===== config.mk =====
export PLATFORM = sky130hd
export DESIGN_NAME = wsq_sequencer
export DESIGN_NICKNAME = d
export VERILOG_FILES = /design/src/rtl/wsq_pkg.sv /design/src/rtl/wsq_sequencer.sv
export SDC_FILE = /design/constraint.sdc
export NUM_CORES = 1
export LEC_CHECK = 0
export BUFFER_PORTS_ARGS = -buffer_cell sky130_fd_sc_hd__buf_2
export CAP_MARGIN = 15
export CORE_ASPECT_RATIO = 1.5
export CORE_UTILIZATION = 56
export DETAILED_ROUTE_END_ITERATION = 7
export GPL_TIMING_DRIVEN = 0
export PLACE_DENSITY_LB_ADDON = 0.12
export SYNTH_ARGS = -nofsm -noshare
export SYNTH_HDL_FRONTEND = slang
export SYNTH_SLANG_ARGS = --single-unit
export TNS_END_PERCENT = 100

===== constraint.sdc =====
create_clock -name clock -period 9.97 [get_ports clock]
set_input_delay 0.997 -clock clock [delete_from_list [all_inputs] [get_ports clock]]
set_output_delay 0.997 -clock clock [all_outputs]
set_load 0.1 [all_outputs]

===== src/rtl/wsq_pkg.sv =====
`default_nettype none

package wsq_pkg;

    localparam int DATA_W = 32;
    localparam int ADDR_W = 8;
    localparam int WGT_W = 24;
    localparam int CNT_W = 16;
    localparam int JCNT_W = 8;

    // Register byte offsets
    localparam logic [ADDR_W-1:0] OFS_CTRL = 8'h00;
    localparam logic [ADDR_W-1:0] OFS_FINAL = 8'h04;
    localparam logic [ADDR_W-1:0] OFS_SP1 = 8'h08;
    localparam logic [ADDR_W-1:0] OFS_SP2 = 8'h0C;
    localparam logic [ADDR_W-1:0] OFS_CPS = 8'h10;
    localparam logic [ADDR_W-1:0] OFS_OVER = 8'h14;
    localparam logic [ADDR_W-1:0] OFS_UNDER = 8'h18;
    localparam logic [ADDR_W-1:0] OFS_NEAR = 8'h1C;
    localparam logic [ADDR_W-1:0] OFS_INHIB_T = 8'h20;
    localparam logic [ADDR_W-1:0] OFS_JUDGE_T = 8'h24;
    localparam logic [ADDR_W-1:0] OFS_CMPL_T = 8'h28;
    localparam logic [ADDR_W-1:0] OFS_ADJ_T = 8'h2C;
    localparam logic [ADDR_W-1:0] OFS_JCOUNT = 8'h30;
    localparam logic [ADDR_W-1:0] OFS_STATUS = 8'h34;

    // Control register fields
    localparam int CTRL_SEQ = 0;
    localparam int CTRL_NZ_NET = 1;
    localparam int CTRL_CMP_NET = 2;
    localparam int CTRL_ADJ_EN = 3;
    localparam int CTRL_OU_HELD = 4;
    localparam int CTRL_CMPL_FAST = 5;
    localparam int CTRL_W = 6;

    // Status register fields
    localparam int STAT_GATES = 0;
    localparam int STAT_NZ = 3;
    localparam int STAT_JUDGE = 4;
    localparam int STAT_CMPL = 7;
    localparam int STAT_ADJ = 8;
    localparam int STAT_ERR = 9;
    localparam int STAT_STATE = 12;

    // Reset values and the no-judgment count
    localparam logic [CTRL_W-1:0] CTRL_RST = 6'h00;
    localparam logic [JCNT_W-1:0] JCOUNT_RST = 8'h01;
    localparam logic [JCNT_W-1:0] JCOUNT_NONE = 8'h00;

    typedef enum logic [2:0] {
        ST_IDLE = 3'b000,
        ST_FEED = 3'b001,
        ST_JUDGE = 3'b010,
        ST_CMPL = 3'b011,
        ST_ADJ = 3'b100,
        ST_REARM = 3'b101,
        ST_ERR = 3'b110
    } wsq_state_t;

    typedef struct packed {
        logic first;
        logic second;
        logic final_g;
    } wsq_gates_t;

    typedef struct packed {
        logic over;
        logic go;
        logic under;
    } wsq_judge_t;

endpackage : wsq_pkg

`default_nettype wire


===== src/rtl/wsq_sequencer.sv =====
`default_nettype none

module wsq_sequencer #(
    parameter int WGT_W = wsq_pkg::WGT_W,
    parameter int CNT_W = wsq_pkg::CNT_W
) (
    input wire logic clock,
    input wire logic rst_n,
    input wire logic [wsq_pkg::ADDR_W-1:0] addr,
    input wire logic [wsq_pkg::DATA_W-1:0] wdata,
    input wire logic wr_stb,
    input wire logic rd_stb,
    output logic [wsq_pkg::DATA_W-1:0] rdata,
    input wire logic [WGT_W-1:0] gross_weight,
    input wire logic [WGT_W-1:0] net_weight,
    input wire logic start_in,
    input wire logic stop_in,
    output logic first_gate_output,
    output logic second_gate_output,
    output logic final_gate_output,
    output logic near_empty_flag,
    output logic over_out,
    output logic go_out,
    output logic under_out,
    output logic complete_out,
    output logic adjust_out,
    output logic seq_error
);

    if (WGT_W < 8 || WGT_W > wsq_pkg::DATA_W - 1) begin : g_bad_wgt
        $error("WGT_W out of range");
    end
    if (CNT_W < 2 || CNT_W > wsq_pkg::DATA_W) begin : g_bad_cnt
        $error("CNT_W out of range");
    end

    typedef struct packed {
        logic [wsq_pkg::CTRL_W-1:0] ctrl;
        logic [WGT_W-1:0] fin;
        logic [WGT_W-1:0] sp1;
        logic [WGT_W-1:0] sp2;
        logic [WGT_W-1:0] fall_compensation_value;
        logic [WGT_W-1:0] ovr;
        logic [WGT_W-1:0] und;
        logic [WGT_W-1:0] nzl;
        logic [CNT_W-1:0] inhib_t;
        logic [CNT_W-1:0] judge_t;
        logic [CNT_W-1:0] cmpl_t;
        logic [CNT_W-1:0] adj_t;
        logic [wsq_pkg::JCNT_W-1:0] jcount;
        wsq_pkg::wsq_state_t st;
        wsq_pkg::wsq_gates_t gates;
        wsq_pkg::wsq_judge_t judge;
        logic nz;
        logic cmpl;
        logic adj;
        logic err;
        logic start_d;
        logic stop_d;
        logic [CNT_W-1:0] tmr;
        logic [CNT_W-1:0] inhib;
        logic [WGT_W-1:0] held;
        logic [wsq_pkg::DATA_W-1:0] rdata;
    } wsq_regs_t;

    localparam wsq_regs_t R_RST = '{
        ctrl: wsq_pkg::CTRL_RST,
        jcount: wsq_pkg::JCOUNT_RST,
        st: wsq_pkg::ST_IDLE,
        default: '0
    };

    function automatic logic signed [WGT_W:0] sx(input logic [WGT_W-1:0] v);
        sx = $signed({v[WGT_W-1], v});
    endfunction : sx

    function automatic wsq_pkg::wsq_judge_t judge_of(
        input logic signed [WGT_W:0] v,
        input logic signed [WGT_W:0] lim_over,
        input logic signed [WGT_W:0] lim_under
    );
        judge_of.over = v > lim_over;
        judge_of.under = v <= lim_under;
        judge_of.go = (v <= lim_over) && (v >= lim_under);
    endfunction : judge_of

    logic [1:0] rst_sync_r;
    logic rst_sync_n;
    wsq_regs_t r;
    wsq_regs_t n;

    // Async assert, synchronous release
    always_ff @(posedge clock or negedge rst_n) begin
        if (!rst_n) begin
            rst_sync_r <= 2'h0;
        end else begin
            rst_sync_r <= {rst_sync_r[0], 1'b1};
        end
    end
    assign rst_sync_n = rst_sync_r[1];

    logic signed [WGT_W:0] cw_x;
    logic signed [WGT_W:0] nzw_x;
    logic signed [WGT_W:0] thr1;
    logic signed [WGT_W:0] thr2;
    logic signed [WGT_W:0] thr3;
    logic signed [WGT_W:0] lim_over;
    logic signed [WGT_W:0] lim_under;
    logic signed [WGT_W+2:0] cw4;
    logic signed [WGT_W+2:0] fin_w;
    logic hit1;
    logic hit2;
    logic hit3;
    logic below_quarter;
    logic judge_none;
    logic start_rise;
    logic stop_rise;
    logic tdone;
    logic seq_mode;

    assign seq_mode = r.ctrl[wsq_pkg::CTRL_SEQ];
    assign cw_x = r.ctrl[wsq_pkg::CTRL_CMP_NET] ? sx(net_weight) : sx(gross_weight);
    assign nzw_x = r.ctrl[wsq_pkg::CTRL_NZ_NET] ? sx(net_weight) : sx(gross_weight);
    assign thr1 = sx(r.fin) - sx(r.sp1);
    assign thr2 = sx(r.fin) - sx(r.sp2);
    assign thr3 = sx(r.fin) - sx(r.fall_compensation_value);
    assign lim_over = sx(r.fin) + sx(r.ovr);
    assign lim_under = sx(r.fin) - sx(r.und);
    assign hit1 = cw_x >= thr1;
    assign hit2 = cw_x >= thr2;
    assign hit3 = cw_x >= thr3;
    // Compare 4*w with final, avoiding a rounding division
    assign cw4 = {cw_x, 2'b00};
    assign fin_w = {{2{r.fin[WGT_W-1]}}, sx(r.fin)};
    assign below_quarter = cw4 < fin_w;
    assign judge_none = r.jcount == wsq_pkg::JCOUNT_NONE;
    assign start_rise = start_in && !r.start_d;
    assign stop_rise = stop_in && !r.stop_d;
    // Timers load T at entry; leaving at 1 gives T cycles, at least one
    assign tdone = r.tmr <= CNT_W'(1);

    always_comb begin
        n = r;
        n.start_d = start_in;
        n.stop_d = stop_in;
        n.rdata = '0;
        n.nz = nzw_x <= sx(r.nzl);
        if (r.inhib != '0) begin
            n.inhib = r.inhib - CNT_W'(1);
        end
        if (r.tmr != '0) begin
            n.tmr = r.tmr - CNT_W'(1);
        end

        if (wr_stb) begin
            if (addr == wsq_pkg::OFS_CTRL) begin
                n.ctrl = wdata[wsq_pkg::CTRL_W-1:0];
            end else if (addr == wsq_pkg::OFS_FINAL) begin
                n.fin = wdata[WGT_W-1:0];
            end else if (addr == wsq_pkg::OFS_SP1) begin
                n.sp1 = wdata[WGT_W-1:0];
            end else if (addr == wsq_pkg::OFS_SP2) begin
                n.sp2 = wdata[WGT_W-1:0];
            end else if (addr == wsq_pkg::OFS_CPS) begin
                n.fall_compensation_value = wdata[WGT_W-1:0];
            end else if (addr == wsq_pkg::OFS_OVER) begin
                n.ovr = wdata[WGT_W-1:0];
            end else if (addr == wsq_pkg::OFS_UNDER) begin
                n.und = wdata[WGT_W-1:0];
            end else if (addr == wsq_pkg::OFS_NEAR) begin
                n.nzl = wdata[WGT_W-1:0];
            end else if (addr == wsq_pkg::OFS_INHIB_T) begin
                n.inhib_t = wdata[CNT_W-1:0];
            end else if (addr == wsq_pkg::OFS_JUDGE_T) begin
                n.judge_t = wdata[CNT_W-1:0];
            end else if (addr == wsq_pkg::OFS_CMPL_T) begin
                n.cmpl_t = wdata[CNT_W-1:0];
            end else if (addr == wsq_pkg::OFS_ADJ_T) begin
                n.adj_t = wdata[CNT_W-1:0];
            end else if (addr == wsq_pkg::OFS_JCOUNT) begin
                n.jcount = wdata[wsq_pkg::JCNT_W-1:0];
            end
        end

        if (rd_stb) begin
            if (addr == wsq_pkg::OFS_CTRL) begin
                n.rdata[wsq_pkg::CTRL_W-1:0] = r.ctrl;
            end else if (addr == wsq_pkg::OFS_FINAL) begin
                n.rdata[WGT_W-1:0] = r.fin;
            end else if (addr == wsq_pkg::OFS_SP1) begin
                n.rdata[WGT_W-1:0] = r.sp1;
            end else if (addr == wsq_pkg::OFS_SP2) begin
                n.rdata[WGT_W-1:0] = r.sp2;
            end else if (addr == wsq_pkg::OFS_CPS) begin
                n.rdata[WGT_W-1:0] = r.fall_compensation_value;
            end else if (addr == wsq_pkg::OFS_OVER) begin
                n.rdata[WGT_W-1:0] = r.ovr;
            end else if (addr == wsq_pkg::OFS_UNDER) begin
                n.rdata[WGT_W-1:0] = r.und;
            end else if (addr == wsq_pkg::OFS_NEAR) begin
                n.rdata[WGT_W-1:0] = r.nzl;
            end else if (addr == wsq_pkg::OFS_INHIB_T) begin
                n.rdata[CNT_W-1:0] = r.inhib_t;
            end else if (addr == wsq_pkg::OFS_JUDGE_T) begin
                n.rdata[CNT_W-1:0] = r.judge_t;
            end else if (addr == wsq_pkg::OFS_CMPL_T) begin
                n.rdata[CNT_W-1:0] = r.cmpl_t;
            end else if (addr == wsq_pkg::OFS_ADJ_T) begin
                n.rdata[CNT_W-1:0] = r.adj_t;
            end else if (addr == wsq_pkg::OFS_JCOUNT) begin
                n.rdata[wsq_pkg::JCNT_W-1:0] = r.jcount;
            end else if (addr == wsq_pkg::OFS_STATUS) begin
                n.rdata[wsq_pkg::STAT_GATES +: 3] = r.gates;
                n.rdata[wsq_pkg::STAT_NZ] = r.nz;
                n.rdata[wsq_pkg::STAT_JUDGE +: 3] = r.judge;
                n.rdata[wsq_pkg::STAT_CMPL] = r.cmpl;
                n.rdata[wsq_pkg::STAT_ADJ] = r.adj;
                n.rdata[wsq_pkg::STAT_ERR] = r.err;
                n.rdata[wsq_pkg::STAT_STATE +: 3] = r.st;
            end
        end

        if (!seq_mode) begin
            if (r.inhib == '0) begin
                n.gates = '{first: hit1, second: hit2, final_g: hit3};
            end
            if (judge_none) begin
                n.judge = '0;
            end else if (!r.ctrl[wsq_pkg::CTRL_OU_HELD]) begin
                n.judge = judge_of(cw_x, lim_over, lim_under);
            end
            case (r.st)
                wsq_pkg::ST_IDLE: begin
                    if (r.gates.final_g) begin
                        if (judge_none || r.ctrl[wsq_pkg::CTRL_CMPL_FAST]) begin
                            n.st = wsq_pkg::ST_CMPL;
                            n.tmr = r.cmpl_t;
                            n.held = cw_x[WGT_W-1:0];
                            // Held mode must still latch on the fast path
                            if (r.ctrl[wsq_pkg::CTRL_OU_HELD] && !judge_none) begin
                                n.judge = judge_of(cw_x, lim_over, lim_under);
                            end
                        end else begin
                            n.st = wsq_pkg::ST_JUDGE;
                            n.tmr = r.judge_t;
                        end
                    end
                end
                wsq_pkg::ST_JUDGE: begin
                    if (tdone) begin
                        n.st = wsq_pkg::ST_CMPL;
                        n.tmr = r.cmpl_t;
                        n.held = cw_x[WGT_W-1:0];
                        if (r.ctrl[wsq_pkg::CTRL_OU_HELD] && !judge_none) begin
                            n.judge = judge_of(cw_x, lim_over, lim_under);
                        end
                    end
                end
                wsq_pkg::ST_CMPL: begin
                    if (tdone) begin
                        n.st = wsq_pkg::ST_REARM;
                    end
                end
                wsq_pkg::ST_REARM: begin
                    if (below_quarter) begin
                        n.st = wsq_pkg::ST_IDLE;
                    end
                end
                default: begin
                    n.st = wsq_pkg::ST_IDLE;
                end
            endcase
        end else begin
            case (r.st)
                wsq_pkg::ST_IDLE: begin
                    // Gate and judgment comparisons are idle until a start edge
                    if (start_rise && !stop_in) begin
                        n.gates = '1;
                        n.judge = '0;
                        n.st = wsq_pkg::ST_FEED;
                    end
                end
                wsq_pkg::ST_FEED: begin
                    if (r.inhib == '0) begin
                        if (hit1) begin
                            n.gates.first = 1'b0;
                        end
                        if (hit2) begin
                            n.gates.second = 1'b0;
                        end
                        if (hit3) begin
                            n.gates.final_g = 1'b0;
                            if (judge_none || r.ctrl[wsq_pkg::CTRL_CMPL_FAST]) begin
                                n.st = wsq_pkg::ST_CMPL;
                                n.tmr = r.cmpl_t;
                                n.held = cw_x[WGT_W-1:0];
                                if (!judge_none) begin
                                    n.judge = judge_of(cw_x, lim_over, lim_under);
                                end
                            end else begin
                                n.st = wsq_pkg::ST_JUDGE;
                                n.tmr = r.judge_t;
                            end
                        end
                    end
                end
                wsq_pkg::ST_JUDGE: begin
                    if (tdone) begin
                        n.st = wsq_pkg::ST_CMPL;
                        n.tmr = r.cmpl_t;
                        n.held = cw_x[WGT_W-1:0];
                        n.judge = judge_of(cw_x, lim_over, lim_under);
                    end
                end
                wsq_pkg::ST_CMPL: begin
                    if (tdone) begin
                        if (r.ctrl[wsq_pkg::CTRL_ADJ_EN]) begin
                            n.st = wsq_pkg::ST_ADJ;
                            n.tmr = r.adj_t;
                        end else begin
                            n.st = wsq_pkg::ST_IDLE;
                        end
                    end
                end
                wsq_pkg::ST_ADJ: begin
                    if (tdone) begin
                        n.st = wsq_pkg::ST_IDLE;
                    end
                end
                wsq_pkg::ST_ERR: begin
                    if (stop_rise) begin
                        n.st = wsq_pkg::ST_IDLE;
                    end
                end
                default: begin
                    n.st = wsq_pkg::ST_IDLE;
                end
            endcase
            if (stop_in && r.st != wsq_pkg::ST_ERR && n.st != wsq_pkg::ST_ERR) begin
                n.st = wsq_pkg::ST_IDLE;
            end
            if (start_rise && stop_in) begin
                n.st = wsq_pkg::ST_ERR;
                n.gates = '0;
            end
        end

        // Old judgments must not outlive a switch to no judgment
        if (judge_none) begin
            n.judge = '0;
        end
        if (stop_in) begin
            n.gates = '0;
        end
        if (n.gates != r.gates) begin
            n.inhib = r.inhib_t;
        end
        n.cmpl = n.st == wsq_pkg::ST_CMPL;
        n.adj = n.st == wsq_pkg::ST_ADJ;
        n.err = n.st == wsq_pkg::ST_ERR;
    end

    always_ff @(posedge clock or negedge rst_sync_n) begin
        if (!rst_sync_n) begin
            r <= R_RST;
        end else begin
            r <= n;
        end
    end

    assign rdata = r.rdata;
    assign first_gate_output = r.gates.first;
    assign second_gate_output = r.gates.second;
    assign final_gate_output = r.gates.final_g;
    assign near_empty_flag = r.nz;
    assign over_out = r.judge.over;
    assign go_out = r.judge.go;
    assign under_out = r.judge.under;
    assign complete_out = r.cmpl;
    assign adjust_out = r.adj;
    assign seq_error = r.err;
endmodule : wsq_sequencer

`default_nettype wire


### Yosys cells after proc, flatten, opt, wreduce, memory -nomap -nowiden

Index checks and enable logic that the tools add are counted.

* memories: 0
* bits of input ports: 94
* ROM bits: 0
* memory bits (writable): 0
* latch bits: 0
* logic and storage cells: 198
* register bits: 319
* output and inout bits: 42

* $mul: 0
* magnitude comparators: 10
* multiplexer cells: 74
* shift-type cells: 0
* bitwise gates (word level): 12
* $add $sub $neg: 7
* reductions and logical operators: 34
* div/mod/pow operators: 0
* equality and inequality tests: 31

Operators with widths (count)
* two-way mux 16 bit: 15
* two-way mux 24 bit: 7
* >= comparator 25 bit: 4
* subtractor 24 x 24 -> 25 bit: 4
* two-way mux 3 bit: 26
* <= comparator 25 bit: 2
* two-way mux 25 bit: 2
* equality test 8 x 6 -> 1 bit, second input constant: 6
* one-hot mux 16 bit (3 select lines): 1
* equality test 8 x 5 -> 1 bit, second input constant: 4
* one-hot mux 16 bit (2 select lines): 1
* nonzero test 16 bit: 2
* subtractor 16 x 1 -> 16 bit, second input constant: 2
* less-than comparator 27 x 24 -> 1 bit: 1
* two-way mux 9 bit: 3
* adder 24 x 24 -> 25 bit: 1
* > comparator 25 bit: 1
* <= comparator 25 x 24 -> 1 bit: 1
* two-way mux 10 bit: 2
* inequality test 4 bit, second input constant: 5
* two-way mux 18 bit: 1
* one-hot mux 3 bit (6 select lines): 1
* equality test 8 x 4 -> 1 bit, second input constant: 2
* <= comparator 16 x 1 -> 1 bit, second input constant: 1
* 36 further kinds: 73

### Longest topological paths before layout

Gate-level depths: netlist (run 1).

* word-level depth: 17
* gate-level depth with buffers: 24

### Least setup slack after synthesis (run 1)

Ideal clock, no wire load.

* path kind: reg-to-reg
* from: register r, in the netlist fin_w[0]
* to: register r[62] in the netlist's numbering
* path buffers: 1
* arrival time: 5.098 ns
* clock period less this slack: 5.223 ns
* setup slack: 4.747 ns
* data required time: 9.845 ns
* stages on the path, launching flop included: 24
* cells stage by stage: dfrtp_1 inv_1 ha_1 inv_1 fa_1 a21o_1 a21oi_1 o21ai_0 o221ai_1 a31oi_1 o311ai_0 nand2b_1 a21oi_1 xor2_1 ha_1 a2111o_1 o311ai_0 o211ai_1 o21ai_0 mux2i_1 nor4_2 nand2_2 buf_6 mux2_4

* word-level cells in the longest chain between the ends: 10
* elaborated cells on any way between the ends: 18
* classes of those cells: add/sub: 3; order compare: 3; eq/ne: 1; mux: 10; reduce/logical: 1

Ends and longest elaborated chain
* start, declared: RTL line wsq_sequencer.sv:89 `wsq_regs_t r;`
* start signal, assigned: RTL line wsq_sequencer.sv:367 `r <= n;`
* subtractor 24 x 24 -> 25 bit, on equally long branches: RTL line wsq_sequencer.sv:126, wsq_sequencer.sv:124, wsq_sequencer.sv:125
* >= comparator 25 bit, on equally long branches: RTL line wsq_sequencer.sv:131, wsq_sequencer.sv:129, wsq_sequencer.sv:130
* two-way mux 4 bit, or another cell as far along: RTL line wsq_sequencer.sv:291 `if (hit3) begin`
* two-way mux 9 bit: RTL line wsq_sequencer.sv:284 `if (r.inhib == '0) begin`
* one-hot mux 3 bit (2 select lines): RTL line wsq_sequencer.sv:274 `case (r.st)`
* two-way mux 6 bit: RTL line wsq_sequencer.sv:342 `if (start_rise && stop_in) begin`
* two-way mux 9 bit (*): RTL line wsq_sequencer.sv:223 `if (!seq_mode) begin`
* two-way mux 3 bit (*): RTL line wsq_sequencer.sv:352 `if (stop_in) begin`
* inequality test 3 bit (*): RTL line wsq_sequencer.sv:355 `if (n.gates != r.gates) begin`
* two-way mux 16 bit or nonzero test 2 bit (tied branches)

Mark *: on every way between the ends. The rest lies on a longest branch, timed or not. The select of a mux whose other input is x is not followed.
A chain may end at the register's enable or synchronous reset.

==> results of run 1 <==
area by class of cell:
cell class / count / area [um2]
Antenna cell: 2 / 5.005
Buffer: 159 / 729.5
Clock buffer: 49 / 1041
Clock inverter: 14 / 215.2
Fill cell: 4044 / 16980
Inverter: 198 / 743.2
Multi-Input combinational cell: 2290 / 16790
Sequential cell: 319 / 7988
Tap cell: 588 / 735.7
Timing Repair Buffer: 128 / 778.2
layer usage:
metal	track usage, %	vias to the layer above	wire, um
met1	44.92	11928	35330
met5	0	-	47
met4	42.33	6	11750
met3	9.957	549	7166
li1	-	11127	-
met2	70.52	1299	48180
through the flow:
stage / hold WS, ps / setup WS [ps]
2_1_floorplan: 331.2 / 422.9
3_3_place_gp: 341.9 / -3120
3_5_place_dp: 271.1 / 3001
4_1_cts: 222.2 / 2971
5_1_grt: 233.5 / 2458
6_report: 223.8 / 2643
worst max-delay path, stage by stage (launching register included):
cell and delay [ps]:
dfrtp_1 450, inv_1 330, ha_1 240, inv_1 60, fa_1 390, a21o_1 200
a21oi_1 210, o21ai_0 250, o221ai_1 300, a31oi_1 220, o311ai_0 550, nand2b_1 110
a21oi_1 180, xor2_1 240, ha_1 190, nand4_1 150, nor4_1 570, a311oi_1 240
o211ai_1 290, o2111ai_1 370, a21oi_1 870, nand2_1 440, a21oi_1 250, o22ai_1 80
worst paths after layout:
kind                                    start                  to
worst max-delay path                 fin_w[0]               r[75]
worst min-delay path                    rst_n       rst_sync_r[1]
worst max register to register       fin_w[0]               r[75]
worst min register to register  rst_sync_r[1]              r[315]
max in group asynchronous       rst_sync_r[1]  second_gate_output
min in group clock              rst_sync_r[0]       rst_sync_r[1]
layout by cell type (no fill, tap or decap), types with 10 or more instances in the layout:
master | synthesis | routed
or2_2 | 19 | 19
nor4_1 | 22 | 20
o221ai_1 | 19 | 19
nor2b_1 | 31 | 31
clkbuf_1 | 111 | 116
buf_2 | 1 | 117
nand2b_1 | 24 | 24
or3_1 | 18 | 18
mux2_2 | 208 | 208
xnor2_1 | 57 | 57
nor2_1 | 170 | 170
o22ai_1 | 24 | 23
nor3_1 | 48 | 48
o21ai_0 | 244 | 244
buf_4 | 33 | 38
nand2_1 | 265 | 265
a22oi_1 | 17 | 17
a31oi_1 | 26 | 26
a21o_1 | 75 | 75
a222oi_1 | 21 | 21
a221o_1 | 13 | 13
clkbuf_16 | 0 | 37
nand4_1 | 36 | 36
o21a_1 | 34 | 34
inv_1 | 198 | 198
mux2i_1 | 25 | 25
ha_1 | 297 | 297
dfrtp_1 | 318 | 317
o211ai_1 | 31 | 31
a211oi_1 | 17 | 17
a311oi_1 | 12 | 12
buf_1 | 13 | 13
a21oi_1 | 198 | 198
o21bai_1 | 14 | 14
o31ai_1 | 10 | 10
nand3_1 | 62 | 62
and3_1 | 28 | 28
xor2_1 | 64 | 64
state kept, by name, indices dropped and copies added (netlist names):
signal              flops
r                     259
fin_w                  24
rdata                  24
rst_sync_r              2
adjust_out              1
complete_out            1
final_gate_output       1
first_gate_output       1
go_out                  1
near_empty_flag         1
over_out                1
second_gate_output      1
seq_error               1
under_out               1
power by group through the flow:
stage | Combinational (W) | Sequential [W] | Clock [W]
detailed placement | 0.00159 | 0.00158 | 0
global route | 0.00180 | 0.00158 | 0.00150
floorplan | 0.00111 | 0.00158 | 0
global placement | 0.00151 | 0.00160 | 0
finish | 0.00165 | 0.00156 | 0.00145
CTS | 0.00160 | 0.00156 | 0.00145
logic make-up after synthesis:
kind of cell             count (synthesis)  share of synthesized area (%)
XOR/XNOR                               121                          4.045
flip-flops                             319                          30.47
multiplexers                           242                          10.44
AND/OR/NAND/NOR                        768                          13.99
buffers and inverters                  357                          5.621
other                                    2                        0.02866
adder cells (fa/ha/maj)                302                          14.57
AO/OA/AOI/OAI                          848                          20.84
==> results.toml, run 1 <==
[cts]
clkTransAtPathRegs_ps = 70
cts_root_buf = "clkbuf_16"
holdBufCountCts = 0
postCtsResizedCells = 0
clk_latency_ps = 540
cts_sinks = 319
cts_tree = "done"
htreeDepth = 2
clockBufferDepth = 3
post-cts-setup-buffers = 0
cts_made_buffers = 36

[sta]
fin_tns_setup_ps = 0
finalCritPeriodShare_pct = 73.49
period_needed_ps = 7327
hold_viol_final = 0
skew_ps = 13.43
slew_headroom_pct = 7.925
worstMarginPinSlew_ps = 1367
max_clock_freq_ghz = 0.1365
slew_viol_final = 0
finalSetupViolCount = 0
rsz0062_at_grt = "false"

[logic_synthesis]
yosys_most_used_dff = "dfrtp_1"
seq_area_frac_synth_pct = 30.47
async_flop_share_pct = 100.0
synth_edf_count = 0
yosys-top-cells-area = "dfrtp_1, ha_1, mux2_2"
synth.avg_cell_area_um2 = 8.854
ys_top_cells_by_count = "dfrtp_1, ha_1, nand2_1, o21ai_0, mux2_2"
synthDistinctLibCells = 90
yosys_register_bits = 319
synth_top_cell_by_area = "dfrtp_1"
netlist.area_leader.share_pct = 30.37
ys_warn_count = 0
synth.cell_area_um2 = 26200
syn_inst = 2959
post-synth-top-count-cell = "dfrtp_1"

[run]
cap_violations = 0

[global_route]
grt_pass1_vias = 24498
grt_use_total_pct = 43.26
antenna_found_initial = 4
overflow = 0
grt_max_degree = 71
grt_pass1_wl_mm = 149.5

[pwr]
power_density_nw_per_um2 = 160.8
p_sw_share_pct = 37.44
power.share.sequential_pct = 33.5
finalPower_w = 0.004668
pwr-share-clk_pct = 31.2
p_sw_w = 0.001747
p_leak_nw = 14.00
internal-power_w = 0.002920
p_comb_share_pct = 35.3
peakVddDrop_v = 0.0001516

[critical_path]
required_ps = 10390
rr_worst_depth = 23
r2r_slack_ps = 2640
cp-start-kind = "flip-flop"
critPathArrivalTime_ps = 7750
critPathKind = "reg -> reg"
worst-path-max-fanout = 6
end_kind = "flip-flop"

[placed_design]
dp.cells = 3679
dpl_cell_area_um2 = 27730
dp_hpwl_mm = 81.16
portBuffers = 116
gp_congestion = 1.057

[drt]
first_pass_iters = 8
routed_wl_mm = 102.5
drc = 7
via_per_inst = 6.648
dr.first_iter.drc_count = 2454
ant_nets = 0
vias = 24909
wl_per_cell_um = 27.35

[finish]
drive_gt1_share_pct = 15.14
syn_to_final_growth_pct = 10.78
final_util_pct = 63.09
finalNonFillerCells = 3747
fin_area_um2 = 29020
layout.nets = 3528

[floorplan]
rows = 96
fp.dieW_um = 178.6
initial_core_util_pct = 56.95
ios = 136
die_area_um2 = 47670
core_area_um2 = 46000
die_h_um = 266.9

[outcome]
status = "finished with violations"
violations = "design-rule violations"

[worst_hold_path]
holdCritPathClass = "in -> async"
No activity file was read; power rests on OpenSTA's default activity.
==> run 2, diff against run 1 <==
==> constraint.sdc (replaced) <==
create_clock -name clock -period 6.5 [get_ports clock]
set_input_delay 0.65 -clock clock [delete_from_list [all_inputs] [get_ports clock]]
set_output_delay 0.65 -clock clock [all_outputs]
set_load 0.1 [all_outputs]
==> results.toml, run 2 (synthesis results as in run 1) <==
[sta]
finalSetupViolCount = 0
skew_ps = 29.27
slew_headroom_pct = 5.006
slew_viol_final = 0
max_clock_freq_ghz = 0.1584
rsz0062_at_grt = "true"
worstMarginPinSlew_ps = 1425
hold_viol_final = 0
period_needed_ps = 6314
fin_tns_setup_ps = 0
finalCritPeriodShare_pct = 97.14

[cts]
clk_latency_ps = 550
cts_made_buffers = 36
clockBufferDepth = 3
cts_root_buf = "clkbuf_16"
cts_sinks = 319
clkTransAtPathRegs_ps = 70
cts_tree = "done"
htreeDepth = 2

[critical_path]
required_ps = 6900
critPathKind = "reg -> reg"
critPathArrivalTime_ps = 6720
r2r_slack_ps = 190
end_kind = "flip-flop"
cp-start-kind = "flip-flop"
worst-path-max-fanout = 10

[floorplan]
ios = 136
fp.dieW_um = 178.6
core_area_um2 = 46000
initial_core_util_pct = 56.95
rows = 96
die_h_um = 266.9
die_area_um2 = 47670

[finish]
largest_register_ffs = 259
final_common_cell = "dfrtp_1"
final_cell_mix = "dfrtp_1, ha_1, nand2_1"
layout.nets = 3530
regMostFlops = "r"
syn_to_final_growth_pct = 10.86
drive_gt1_share_pct = 15.48
final_util_pct = 63.14

[pwr]
power.share.sequential_pct = 34.0
finalPower_w = 0.007048
internal-power_w = 0.004390
p_comb_share_pct = 36.1
p_sw_share_pct = 37.72
p_sw_w = 0.002659
p_leak_nw = 13.99
pwr-share-clk_pct = 29.9
power_density_nw_per_um2 = 242.7
peakVddDrop_v = 0.0002284

[drt]
ant_nets = 0
via_per_inst = 6.657
routed_wl_mm = 100.7
drc = 2
dr.first_iter.drc_count = 2361
first_pass_iters = 8
wl_per_cell_um = 26.86
vias = 24944

[placed_design]
portBuffers = 116
gp_congestion = 1.072
dp_hpwl_mm = 79.60

[global_route]
overflow = 0
grt_pass1_vias = 24487
grt_use_total_pct = 42.34
antenna_found_initial = 4
grt_pass1_wl_mm = 146.8
grt_max_degree = 69

[run]
cap_violations = 0

[outcome]
status = "finished with violations"
violations = "design-rule violations"

[worst_hold_path]
holdCritPathClass = "reg -> async"
==> run 2: worst max-delay path, cell delays in order (launching register included) <==
cell and delay (ps):
dfrtp_1 480, clkinvlp_4 190, ha_1 180, inv_1 50, fa_1 400, a21o_1 190, a21oi_1 220, o21ai_0 260
o221ai_1 280, a31oi_1 220, o311ai_2 390, nand2b_1 90, a21oi_1 190, xor2_1 110, ha_1 220, a2111o_1 430
o311ai_2 430, nand2_1 330, o311a_2 290, nand3_1 220, buf_2 300, nor2_1 70, o21a_1 240, a221o_1 380
==> run 2: power by group through the flow <==
stage	Clock (W)	Sequential [W]	Combinational (W)
2_1_floorplan	0	0.00242	0.00170
3_3_place_gp	0	0.00245	0.00229
3_5_place_dp	0	0.00243	0.00243
4_1_cts	0.00211	0.00239	0.00245
5_1_grt	0.00218	0.00241	0.00278
6_report	0.00211	0.00240	0.00254
==> run 2: worst paths after layout <==
kind / start / end / cells past startpoint
worst max-delay path: fin_w[0] / r[85] / 23
worst min-delay path: rst_sync_r[1] / r[315] / 0
worst max register to register: fin_w[0] / r[85] / 23
worst min register to register: rst_sync_r[1] / r[315] / 0
max in group asynchronous: rst_sync_r[1] / r[82] / 3
min in group clock: stop_in / r[88] / 1
==> run 2: cell type report <==
type	count	area, um2
Tap cell	588	735.7
Clock inverter	9	112.6
Buffer	159	730.7
Antenna cell	1	2.502
Inverter	198	747.0
Multi-Input combinational cell	2290	16850
Clock buffer	53	1077
Fill cell	4074	16960
Timing Repair Buffer	130	795.8
Sequential cell	319	7989
==> run 2: stage by stage <==
step	setup WS, ps	area, um2	hold slack, ps	instances
2_1_floorplan	1277	26230	331.1	2966
3_3_place_gp	-662.9	27540	336.8	3670
3_5_place_dp	-484.3	27700	156.5	3676
4_1_cts	16.71	28920	163.1	3739
5_1_grt	-13.82	29040	175.3	3746
6_report	185.7	29050	158.2	3747
==> run 2: timing repair <==
item | 4_1_cts | 5_1_grt
hold endpoints to repair | 2 | 0
hold buffers | 1 | 0
gates resized for setup | 8 | 16
endpoints found under the setup margin | 37 | 38
pin swaps | 0 | 1
buffers inserted | 0 | 3
==> run 2: layer usage <==
| layer | vias up | routed length (um) | GRT usage, % |
|---|---|---|---|
| met2 | 1338 | 46570 | 68.46 |
| li1 | 11147 | - | - |
| met4 | 4 | 12150 | 42.76 |
| met1 | 11913 | 34890 | 45.16 |
| met5 | - | 23 | 0 |
| met3 | 542 | 7013 | 7.778 |
